<file path="config.mk">
export PLATFORM = sky130hd
export DESIGN_NAME = sfs_supervisor
export DESIGN_NICKNAME = d
export VERILOG_FILES = /design/src/sfs_pkg.sv /design/src/sfs_filter.sv /design/src/sfs_fault_chan.sv /design/src/sfs_supervisor.sv
export VERILOG_INCLUDE_DIRS = /design/src /design/src/src
export SDC_FILE = /design/constraint.sdc
export NUM_CORES = 1
export LEC_CHECK = 0
export ABC_AREA = 1
export ABC_CLOCK_PERIOD_IN_PS = 4800
export BUFFER_PORTS_ARGS = -buffer_cell sky130_fd_sc_hd__buf_2
export CORE_MARGIN = 3
export CORE_UTILIZATION = 60
export DETAILED_ROUTE_END_ITERATION = 6
export GPL_ROUTABILITY_DRIVEN = 0
export PLACE_DENSITY = 0.87
export SLEW_MARGIN = 10
export SYNTH_ARGS = -nofsm -noshare
export SYNTH_HDL_FRONTEND = slang
export SYNTH_SLANG_ARGS = --single-unit
</file>
<file path="constraint.sdc">
create_clock -name core_clk -period 4.8 [get_ports core_clk]
set_input_delay 0.24 -clock core_clk [delete_from_list [all_inputs] [get_ports core_clk]]
set_output_delay 0.24 -clock core_clk [all_outputs]
set_load 0.1 [all_outputs]
</file>
<file path="src/sfs_consts.svh">
`ifndef SFS_CONSTS_SVH
`define SFS_CONSTS_SVH

// Clock period of core_clk in nanoseconds.
`define SFS_CLK_NS 8

// Filter times in nanoseconds.
`define SFS_T_BAT_UV_NS 10000
`define SFS_T_LOGIC_UV_NS 2000
`define SFS_T_OVERVOLT_NS 5000
`define SFS_T_OVERTEMP_NS 20000
`define SFS_T_SHORT0_NS 1000
`define SFS_T_SHORT1_NS 2000
`define SFS_T_SHORT2_NS 3000
`define SFS_T_SHORT3_NS 6000

// Least times round up to whole clock cycles.
`define SFS_CYC(ns) (((ns) + `SFS_CLK_NS - 1) / `SFS_CLK_NS)
`define SFS_BAT_UV_CYC `SFS_CYC(`SFS_T_BAT_UV_NS)
`define SFS_LOGIC_UV_CYC `SFS_CYC(`SFS_T_LOGIC_UV_NS)
`define SFS_OVERVOLT_CYC `SFS_CYC(`SFS_T_OVERVOLT_NS)
`define SFS_OVERTEMP_CYC `SFS_CYC(`SFS_T_OVERTEMP_NS)
`define SFS_SHORT0_CYC `SFS_CYC(`SFS_T_SHORT0_NS)
`define SFS_SHORT1_CYC `SFS_CYC(`SFS_T_SHORT1_NS)
`define SFS_SHORT2_CYC `SFS_CYC(`SFS_T_SHORT2_NS)
`define SFS_SHORT3_CYC `SFS_CYC(`SFS_T_SHORT3_NS)

// Mode codes.
`define SFS_BAT_DIAG_NONE 2'h0
`define SFS_BAT_DIAG_FOLLOW 2'h1
`define SFS_MODE2_CONT 2'h0
`define SFS_MODE2_HOLD 2'h3
`define SFS_SC_CONT 3'h0
`define SFS_SC_PHASE_OFF 3'h1
`define SFS_SC_PHASE_HOLD 3'h2
`define SFS_SC_ALL_OFF 3'h3
`define SFS_SC_ALL_HOLD 3'h4
`define SFS_SC_CP_OFF 3'h5
`define SFS_SC_CP_HOLD 3'h6
`define SFS_SC_NONE 3'h7

`endif

</file>
<file path="src/sfs_pkg.sv">
package sfs_pkg;

   typedef enum logic [2:0] {
      ST_RUN, ST_UV_OFF, ST_LOGIC_TEST, ST_ANALOGUE_TEST, ST_TEST_FAIL,
      ST_STANDBY
   } sfs_state_e;

   typedef struct packed {
      logic [2:0] above_low_ref;
      logic [2:0] below_high_ref;
      logic [2:0] low_drive;
      logic [2:0] high_drive;
   } sfs_short_in_s;

   typedef struct packed {
      logic logic_done;
      logic logic_pass;
      logic analogue_done;
      logic analogue_pass;
   } sfs_test_in_s;

   typedef struct packed {
      logic [1:0] battery_uv_diag_mode;
      logic [1:0] overvolt_response_mode;
      logic [1:0] overtemp_response_mode;
      logic [2:0] short_response_mode;
      logic [1:0] short_threshold_sel;
      logic [1:0] short_time_sel;
   } sfs_mode_s;

   typedef struct packed {
      logic battery_uv;
      logic overvolt;
      logic overtemp;
      logic short_fault;
   } sfs_clear_s;

   typedef struct packed {
      logic [2:0] predrv_enable;
      logic       charge_pump_enable;
      logic       oscillator_enable;
      logic       power_good;
      logic       standby;
   } sfs_drive_s;

   typedef struct packed {
      logic       battery_uv;
      logic       overvolt;
      logic [2:0] overtemp;
      logic [5:0] short_flags;
   } sfs_flags_s;

endpackage

</file>
<file path="src/sfs_filter.sv">
`timescale 1ns/100ps
`default_nettype none
// Counts while the comparator input stays high; any low restarts it.
module sfs_filter (
   input  wire logic        core_clk,
   input  wire logic        reset,
   input  wire logic        raw,
   input  wire logic [11:0] limit,
   output logic             det
);

   logic [11:0] count;

   // Output rises after limit high cycles, falls with the first low.
   always_ff @(posedge core_clk) begin
      if (reset) begin
         count <= 12'h000;
         det   <= 1'b0;
      end else if (!raw) begin
         count <= 12'h000;
         det   <= 1'b0;
      end else if (count >= limit - 12'h001) begin
         det <= 1'b1;
      end else begin
         count <= count + 12'h001;
      end
   end

endmodule
`default_nettype wire

</file>
<file path="src/sfs_fault_chan.sv">
`timescale 1ns/100ps
`default_nettype none
// Sticky fault flags with a response mode that only changes while idle.
module sfs_fault_chan #(
   parameter int N = 1,
   parameter int W = 2
) (
   input  wire logic         core_clk,
   input  wire logic         reset,
   input  wire logic [N-1:0] active,
   input  wire logic         clear,
   input  wire logic         auto_clear,
   input  wire logic [W-1:0] mode_req,
   output logic [N-1:0]      flag,
   output logic [W-1:0]      mode_eff
);

   // Each flag sets while its fault is present; a clear then drops it.
   for (genvar i = 0; i < N; i++) begin : g_flag
      always_ff @(posedge core_clk) begin
         if (reset) begin
            flag[i] <= 1'b0;
         end else if (active[i]) begin
            flag[i] <= 1'b1;
         end else if (clear || auto_clear) begin
            flag[i] <= 1'b0;
         end
      end
   end

   // A requested mode is adopted only with no fault and no flag left.
   always_ff @(posedge core_clk) begin
      if (reset) begin
         mode_eff <= '0;
      end else if (active == '0 && flag == '0) begin
         mode_eff <= mode_req;
      end
   end

endmodule
`default_nettype wire

</file>
<file path="src/sfs_supervisor.sv">
`timescale 1ns/100ps
`default_nettype none
`include "sfs_consts.svh"
// Contract
// - Battery undervoltage turns pre-drivers off; oscillator and pump run.
// - Pre-drivers stay off while battery undervoltage lasts, then resume.
// - Three selectable indicator behaviours after battery undervoltage.
// - Mode changes wait until fault gone and its flag cleared.
// - Held-low indicator after battery undervoltage returns high on clear.
// - A clear while the fault persists does nothing.
// - Logic undervoltage when either redundant comparator reports it.
// - Logic undervoltage: power-good and indicator low, all circuits off.
// - After release run logic then analogue test; pass restarts, fail stays.
// - Deeper logic undervoltage enters standby with everything off.
// - After its filter time overvoltage drives the indicator low.
// - Four overvoltage response modes in a two-bit field.
// - Overvoltage end: mode 11 holds off; other modes resume, indicator low.
// - Clearing the overvoltage flag resumes all circuits, indicator high.
// - Over-temperature when any of three filtered comparators is high.
// - Temperature signals rise after filter time, fall on release.
// - Over-temperature end: 11 holds off; indicator low until clear.
// - Eight short-circuit response modes in a three-bit field.
// - Host picks one of four short thresholds and four times.
// - Short end: 010, 100, 110 hold off; indicator low until clear.
// - High-side short: node above low reference while low drive high.
// - Low-side short: node below high reference while high drive high.
// - Hold modes stay off until clear; plain off modes recover.
module sfs_supervisor (
   input  wire logic                   core_clk,
   input  wire logic                   reset,
   input  wire logic                   battery_uv_det_a,
   input  wire logic                   battery_uv_det_b,
   input  wire logic                   logic_uv_det_a,
   input  wire logic                   logic_uv_det_b,
   input  wire logic                   logic_uv_deep,
   input  wire logic                   overvolt_cmp,
   input  wire logic [2:0]             overtemp_cmp,
   input  wire sfs_pkg::sfs_short_in_s short_in,
   input  wire sfs_pkg::sfs_test_in_s  test_in,
   input  wire sfs_pkg::sfs_mode_s     mode_in,
   input  wire sfs_pkg::sfs_clear_s    clear_in,
   output var sfs_pkg::sfs_drive_s     drive,
   output var sfs_pkg::sfs_flags_s     flags,
   output logic                        fault_indicator_n,
   output logic                        logic_self_test_start,
   output logic                        analogue_self_test_start,
   output logic [1:0]                  short_threshold_code
);
   import sfs_pkg::*;

   logic [1:0]  bat_det;
   logic        bat_uv;
   logic        uv_det;
   logic        ov_det;
   logic [2:0]  ot_det;
   logic [5:0]  sc_raw;
   logic [5:0]  sc_det;
   logic [11:0] sc_limit;
   logic        bat_flag;
   logic [1:0]  bat_mode;
   logic        ov_flag;
   logic [1:0]  ov_mode;
   logic [2:0]  ot_flag;
   logic [1:0]  ot_mode;
   logic [5:0]  sc_flag;
   logic [2:0]  sc_mode;
   logic        sc_enabled;
   sfs_state_e  state;
   sfs_state_e  next_state;

   // Two battery filters; either one declares the undervoltage.
   for (genvar i = 0; i < 2; i++) begin : g_bat
      sfs_filter u_filt (
         .core_clk (core_clk),
         .reset    (reset),
         .raw      (i == 0 ? battery_uv_det_a : battery_uv_det_b),
         .limit    (12'(`SFS_BAT_UV_CYC)),
         .det      (bat_det[i])
      );
   end
   assign bat_uv = |bat_det;

   // The redundant logic-supply comparators are combined before filtering.
   sfs_filter u_uv_filt (
      .core_clk (core_clk),
      .reset    (reset),
      .raw      (logic_uv_det_a | logic_uv_det_b),
      .limit    (12'(`SFS_LOGIC_UV_CYC)),
      .det      (uv_det)
   );

   // Overvoltage filter.
   sfs_filter u_ov_filt (
      .core_clk (core_clk),
      .reset    (reset),
      .raw      (overvolt_cmp),
      .limit    (12'(`SFS_OVERVOLT_CYC)),
      .det      (ov_det)
   );

   // Three temperature filters, each released by its own comparator.
   for (genvar i = 0; i < 3; i++) begin : g_ot
      sfs_filter u_filt (
         .core_clk (core_clk),
         .reset    (reset),
         .raw      (overtemp_cmp[i]),
         .limit    (12'(`SFS_OVERTEMP_CYC)),
         .det      (ot_det[i])
      );
   end

   // Short conditions: bits 0-2 high-side, bits 3-5 low-side, per phase.
   assign sc_raw[2:0] = short_in.above_low_ref & short_in.low_drive;
   assign sc_raw[5:3] = short_in.below_high_ref & short_in.high_drive;

   // The selected detection time sets the limit of the short filters.
   always_comb begin
      case (mode_in.short_time_sel)
         2'h0:    sc_limit = 12'(`SFS_SHORT0_CYC);
         2'h1:    sc_limit = 12'(`SFS_SHORT1_CYC);
         2'h2:    sc_limit = 12'(`SFS_SHORT2_CYC);
         default: sc_limit = 12'(`SFS_SHORT3_CYC);
      endcase
   end

   for (genvar i = 0; i < 6; i++) begin : g_sc
      sfs_filter u_filt (
         .core_clk (core_clk),
         .reset    (reset),
         .raw      (sc_raw[i]),
         .limit    (sc_limit),
         .det      (sc_det[i])
      );
   end

   // The battery flag clears itself on release unless the mode holds it.
   sfs_fault_chan #(.N(1), .W(2)) u_bat_chan (
      .core_clk   (core_clk),
      .reset      (reset),
      .active     (bat_uv),
      .clear      (clear_in.battery_uv),
      .auto_clear (bat_mode <= `SFS_BAT_DIAG_FOLLOW),
      .mode_req   (mode_in.battery_uv_diag_mode),
      .flag       (bat_flag),
      .mode_eff   (bat_mode)
   );

   sfs_fault_chan #(.N(1), .W(2)) u_ov_chan (
      .core_clk   (core_clk),
      .reset      (reset),
      .active     (ov_det),
      .clear      (clear_in.overvolt),
      .auto_clear (1'b0),
      .mode_req   (mode_in.overvolt_response_mode),
      .flag       (ov_flag),
      .mode_eff   (ov_mode)
   );

   sfs_fault_chan #(.N(3), .W(2)) u_ot_chan (
      .core_clk   (core_clk),
      .reset      (reset),
      .active     (ot_det),
      .clear      (clear_in.overtemp),
      .auto_clear (1'b0),
      .mode_req   (mode_in.overtemp_response_mode),
      .flag       (ot_flag),
      .mode_eff   (ot_mode)
   );

   // Code 111 switches short detection off entirely.
   assign sc_enabled = sc_mode != `SFS_SC_NONE;

   sfs_fault_chan #(.N(6), .W(3)) u_sc_chan (
      .core_clk   (core_clk),
      .reset      (reset),
      .active     (sc_det & {6{sc_enabled}}),
      .clear      (clear_in.short_fault),
      .auto_clear (1'b0),
      .mode_req   (mode_in.short_response_mode),
      .flag       (sc_flag),
      .mode_eff   (sc_mode)
   );

   // Supply sequencer: undervoltage off, self-test restart, standby.
   always_comb begin
      next_state = state;
      case (state)
         ST_RUN, ST_TEST_FAIL: begin
            if (uv_det) begin
               next_state = ST_UV_OFF;
            end
         end
         ST_UV_OFF: begin
            if (!uv_det) begin
               next_state = ST_LOGIC_TEST;
            end
         end
         ST_LOGIC_TEST: begin
            if (uv_det) begin
               next_state = ST_UV_OFF;
            end else if (test_in.logic_done) begin
               next_state = test_in.logic_pass ? ST_ANALOGUE_TEST
                                               : ST_TEST_FAIL;
            end
         end
         ST_ANALOGUE_TEST: begin
            if (uv_det) begin
               next_state = ST_UV_OFF;
            end else if (test_in.analogue_done) begin
               next_state = test_in.analogue_pass ? ST_RUN
                                                  : ST_TEST_FAIL;
            end
         end
         ST_STANDBY: begin
            if (!logic_uv_deep) begin
               next_state = ST_UV_OFF;
            end
         end
         default: next_state = ST_UV_OFF;
      endcase
      if (logic_uv_deep) begin
         next_state = ST_STANDBY;
      end
   end

   always_ff @(posedge core_clk) begin
      if (reset) begin
         state <= ST_RUN;
      end else begin
         state <= next_state;
      end
   end

   // Each self test is started by a one-cycle pulse on entry.
   always_ff @(posedge core_clk) begin
      if (reset) begin
         logic_self_test_start    <= 1'b0;
         analogue_self_test_start <= 1'b0;
      end else begin
         logic_self_test_start <= next_state == ST_LOGIC_TEST &&
                                  state != ST_LOGIC_TEST;
         analogue_self_test_start <= next_state == ST_ANALOGUE_TEST &&
                                     state != ST_ANALOGUE_TEST;
      end
   end

   logic       ov_on;
   logic       ot_on;
   logic       sc_hold;
   logic [2:0] sc_phase_on;
   logic [2:0] sc_pd_off;
   logic       sc_cp_off;
   logic       pd_all_off;
   logic       cp_off;
   logic       supply_up;
   logic       diag_low;

   // Shutdown terms of each fault in its current response mode.
   always_comb begin
      ov_on = ov_det ||
              (ov_flag && ov_mode == `SFS_MODE2_HOLD);
      ot_on = (|ot_det) ||
              ((|ot_flag) && ot_mode == `SFS_MODE2_HOLD);
      sc_hold = sc_mode == `SFS_SC_PHASE_HOLD ||
                sc_mode == `SFS_SC_ALL_HOLD ||
                sc_mode == `SFS_SC_CP_HOLD;
      sc_phase_on = (sc_det[2:0] | sc_det[5:3]) |
                    ({3{sc_hold}} & (sc_flag[2:0] | sc_flag[5:3]));
      sc_pd_off = 3'h0;
      sc_cp_off = 1'b0;
      case (sc_mode)
         `SFS_SC_PHASE_OFF, `SFS_SC_PHASE_HOLD: sc_pd_off = sc_phase_on;
         `SFS_SC_ALL_OFF, `SFS_SC_ALL_HOLD: sc_pd_off = {3{|sc_phase_on}};
         `SFS_SC_CP_OFF, `SFS_SC_CP_HOLD: begin
            sc_pd_off = {3{|sc_phase_on}};
            sc_cp_off = |sc_phase_on;
         end
         default: sc_pd_off = 3'h0;
      endcase
      pd_all_off = bat_uv ||
                   (ov_on && ov_mode != `SFS_MODE2_CONT) ||
                   (ot_on && ot_mode != `SFS_MODE2_CONT);
      cp_off = sc_cp_off || (ov_on && ov_mode[1]) ||
               (ot_on && ot_mode[1]);
      supply_up = state != ST_UV_OFF && state != ST_STANDBY;
      diag_low = state != ST_RUN || ov_flag || (|ot_flag) ||
                 (|sc_flag) ||
                 (bat_flag && bat_mode != `SFS_BAT_DIAG_NONE);
   end

   // Registered drive outputs; only the run state lets pre-drivers and charge pump work.
   always_ff @(posedge core_clk) begin
      if (reset) begin
         drive             <= '0;
         fault_indicator_n <= 1'b1;
      end else begin
         drive.predrv_enable <= {3{state == ST_RUN && !pd_all_off}} &
                                ~sc_pd_off;
         drive.charge_pump_enable <= state == ST_RUN && !cp_off;
         drive.oscillator_enable  <= supply_up;
         drive.power_good         <= supply_up;
         drive.standby            <= state == ST_STANDBY;
         fault_indicator_n        <= !diag_low;
      end
   end

   // Flag and threshold outputs are registered copies.
   always_ff @(posedge core_clk) begin
      if (reset) begin
         flags                <= '0;
         short_threshold_code <= 2'h0;
      end else begin
         flags.battery_uv     <= bat_flag;
         flags.overvolt       <= ov_flag;
         flags.overtemp       <= ot_flag;
         flags.short_flags    <= sc_flag;
         short_threshold_code <= mode_in.short_threshold_sel;
      end
   end

endmodule
`default_nettype wire

</file>
==> flow_metrics.tcl <==
set metrics [dict create \
    hpwl_um 19000 \
    cp-startpoint "mode_in[0]" \
    postCtsSetupBuffers 0 \
    synth-seq-cells 214 \
    required_ns 5.18 \
    fillCellCount 1587 \
    diodes 0 \
    ys_top_cells_by_area "dfxtp_1, nand2_1, ha_1, inv_1, a21oi_1" \
    die_w_um 148 \
    start_kind "input port" \
    drtPass1Iterations 7 \
    min_period_ns 2.55 \
    crit_family "simple AND/OR/NAND/NOR gates" \
    numCtsBuffers 23 \
    core_area_mm2 0.0196 \
    p_clk_share_pct 48.0 \
    worst_setup_path_end_kind "flop" \
    drc 4 \
    netlist_top_cells_count "nand2_1, inv_1, dfxtp_1" \
    cp_cell_sequence "buf_2 -> inv_1 -> nand2_1 -> inv_1 -> ha_1 -> nand2_1 -> inv_1 -> o21ai_0 -> nand2_1 -> nand2_1 -> nand3_1 -> nand2_1 -> a21oi_1" \
    fin_crit_sh_pct 53.2 \
    critPathBufInv 4 \
    yosysSeqAreaShare_pct 35.6 \
    violations "design-rule violations" \
    clk_pin_slew_ns 0.07 \
    cpPeakStageDelay_ns 0.41 \
    seq_power_share_pct 46.3 \
    yosysTopAreaCell "dfxtp_1" \
    p_sw_share_pct 23.3 \
    grt_pass1_wl_um 47200 \
    grt_pass1_vias 10600 \
    synth_edf_count 0 \
    multiInputGateArea_mm2 0.00659 \
    fp.dieH_um 148 \
    syn_area_per_cell_um2 6.80 \
    route.met3.wl_um 1540 \
    skew_ns 0.0125 \
    fmax_ghz 0.392 \
    fp-row-count 51 \
    h-tree-depth 1 \
    power_switching_mw 0.913 \
    comb_power_share_pct 5.7 \
    tightest_slew_ns 0.747 \
    cp.depth 13 \
    r2r-start "g_sc[3].u_filt.count[0]" \
    synth_most_common_cell "nand2_1" \
    clock_sinks 214 \
    hp-class "in -> reg" \
    rsz0062_at_grt "false" \
    highest_layer "met4" \
    path_class "in -> reg" \
    yosys_warnings 0 \
    postSynthCellCount 1767 \
    io_pins 67 \
    ff2ff_setup_slack_ns 2.65 \
    tns_ns 0 \
    wire_per_inst_um 13.1 \
    synthFlopType "dfxtp_1" \
    start_util_pct 61.4 \
    internal-power_mw 3.01 \
    die-area_mm2 0.0218 \
    rr_worst_depth 8 \
    layout.nets 1938 \
    avgViaCountPerCell 5.41 \
    crit_path_frequent_cell "nand2_1" \
    power_density_mw_per_mm2 294 \
    r2r-end "g_sc[3].u_filt.count[0]" \
    maxSlewHeadroom_pct 49.9 \
    gr-total-overflow 0 \
    clk-insertion-delay-late_ns 0.53 \
    met1Wirelength_um 12000 \
    drive_gt1_share_pct 7.00 \
    yosysTopAreaCellShare_pct 35.6 \
    async_flop_share_pct 0 \
    critPathSlowestCell "nand3_1" \
    cp_max_fo 14 \
    wirelength_um 27700 \
    grt_start_max_net_pins 35 \
    cts_tree "built" \
    route.met2.wl_um 13500 \
    synth.distinct_cells 39 \
    antenna_found_initial 0 \
    portBuffers 66 \
    cts_root_buffer "clkbuf_16" \
    critical_path_arrival_ns 2.94 \
    area_growth_pct 11.1 \
    setup_viol 0 \
    status "complete, but fails checks" \
    hold_violations 0 \
    postRouteAntennaNets 0 \
    grt_use_total_pct 24.9 \
    crit_path_end "g_sc[1].u_filt.count[0]" \
    max-vdd-ir-drop_mv 0.247 \
    cap_violations 0 \
    layout.area.seq_mm2 0.00428 \
    finalPower_mw 3.92 \
    drtIter0Drc 853 \
    synth_area_mm2 0.0120 \
    vias 11400 \
    drv_slew 0 \
    clock_path_buffers 3 \
    power.static_leakage_nw 5.72 \
]
[layer usage]
layer / track usage (%) / up-vias
met5: 0 / -
met4: 7.04 / 0
met3: 2.82 / 56
met2: 44.3 / 364
met1: 31.9 / 5157
li1: - / 5825
[cell families (layout without fill, tap and decap cells)]
group / Yosys count / after routing / synth area share [%]
buf+inv: 278 / 349 / 9.65
mux: 1 / 1 / 0.0833
other cells: 1 / 6 / 0.0312
simple gates: 919 / 919 / 33.4
xor+xnor: 63 / 63 / 4.59
compound gates: 223 / 223 / 9.57
fa+ha+maj: 68 / 68 / 7.08
flops: 214 / 214 / 35.6
[timing repair]
item                                    in CTS  in global routing
endpoints found under the setup margin       0                  0
gates resized for setup                      0                  0
endpoints found under the hold margin       13                  0
hold buffers                                13                  0
[registers in the layout, indices dropped and copies added, names as in the netlist, 2 cells and up]
name and count:
u_uv_filt.count 12, u_ov_chan.mode_eff 2, g_bat.u_filt.count 24, g_ot.u_filt.count 36, u_ot_chan.flag 3, short_threshold_code 2, u_bat_chan.mode_eff 2, u_ov_filt.count 12
g_sc.u_filt.det 6, u_sc_chan.mode_eff 3, g_bat.u_filt.det 2, g_sc.u_filt.count 72, flags 11, drive 6, u_sc_chan.flag 6, state 3
g_ot.u_filt.det 3, u_ot_chan.mode_eff 2
[layout by cell type (no fill, tap or decap), types with 3 or more instances in the layout]
| cell type | synthesis | routed |
|---|---|---|
| nor3_1 | 36 | 36 |
| dfxtp_1 | 214 | 214 |
| nand3_2 | 9 | 9 |
| dlygate4sd3_1 | 0 | 13 |
| nand2_2 | 4 | 4 |
| nand4_1 | 82 | 82 |
| bufinv_16 | 0 | 3 |
| nand3b_1 | 13 | 13 |
| inv_2 | 4 | 4 |
| xor2_1 | 51 | 51 |
| xnor2_1 | 12 | 12 |
| nand2_1 | 455 | 455 |
| ha_1 | 68 | 68 |
| nand3_1 | 111 | 111 |
| nor2_1 | 198 | 198 |
| inv_1 | 222 | 222 |
| conb_1 | 1 | 6 |
| a21oi_1 | 156 | 156 |
| and3_1 | 3 | 3 |
| buf_2 | 21 | 66 |
| clkinv_2 | 0 | 4 |
| o21bai_1 | 6 | 6 |
| clkbuf_8 | 0 | 6 |
| o21ai_0 | 51 | 51 |
| clkbuf_16 | 0 | 23 |
[power by group through the flow]
stage               combinational, mW  clock (mW)  sequential (mW)
global placement                0.204           0             1.85
detailed placement              0.211           0             1.85
finish                          0.224        1.88             1.82
floorplan                       0.116           0             1.89
global route                    0.249        1.99             1.82
CTS                             0.222        1.91             1.81
[stage by stage]
step | worst slack (ns) | utilization, % | hold slack (ns) | cells | cell area, um2
final | 2.25 | 68.1 | 0.0209 | 2108 | 13300
after global placement | 1.94 | 63.3 | 0.415 | 2053 | 12400
after CTS | 2.33 | 68.1 | 0.00173 | 2108 | 13300
after detailed placement | 1.78 | 63.3 | 0.418 | 2053 | 12400
after global routing | 1.99 | 68.1 | 0.0493 | 2108 | 13300
after floorplan | 2.84 | - | 0.343 | 1772 | 12000
[how the worst min path moves through the flow]
stage,from,endpoint,slack (ns),depth (start not counted)
after floorplan,clear_in[2],u_ov_chan.flag,0.34,1
after global placement,u_ov_filt.count[11],u_ov_filt.count[11],0.41,2
after detailed placement,u_uv_filt.count[10],u_uv_filt.count[10],0.42,2
after CTS,mode_in[6],u_sc_chan.mode_eff[2],0.002,3
after global routing,mode_in[6],u_sc_chan.mode_eff[2],0.05,3
final,mode_in[6],u_sc_chan.mode_eff[2],0.02,3
[area by class of cell]
| type | count | share of cell area, % |
|---|---|---|
| clock buffer | 31 | 4.99 |
| timing repair buffer | 80 | 3.51 |
| sequential | 214 | 32.1 |
| multi-input combinational | 1280 | 49.4 |
| tap | 265 | 2.48 |
| clock inverter | 11 | 1.15 |
| inverter | 227 | 6.38 |
[tightest hold or removal path, delay by kind of cell]
kind | cells | cell delay, ns
AO/OA/AOI/OAI | 1 | 0.08
buffers and inverters | 1 | 0.09
AND/OR/NAND/NOR | 1 | 0.09
(Power assumes the default switching activity.)
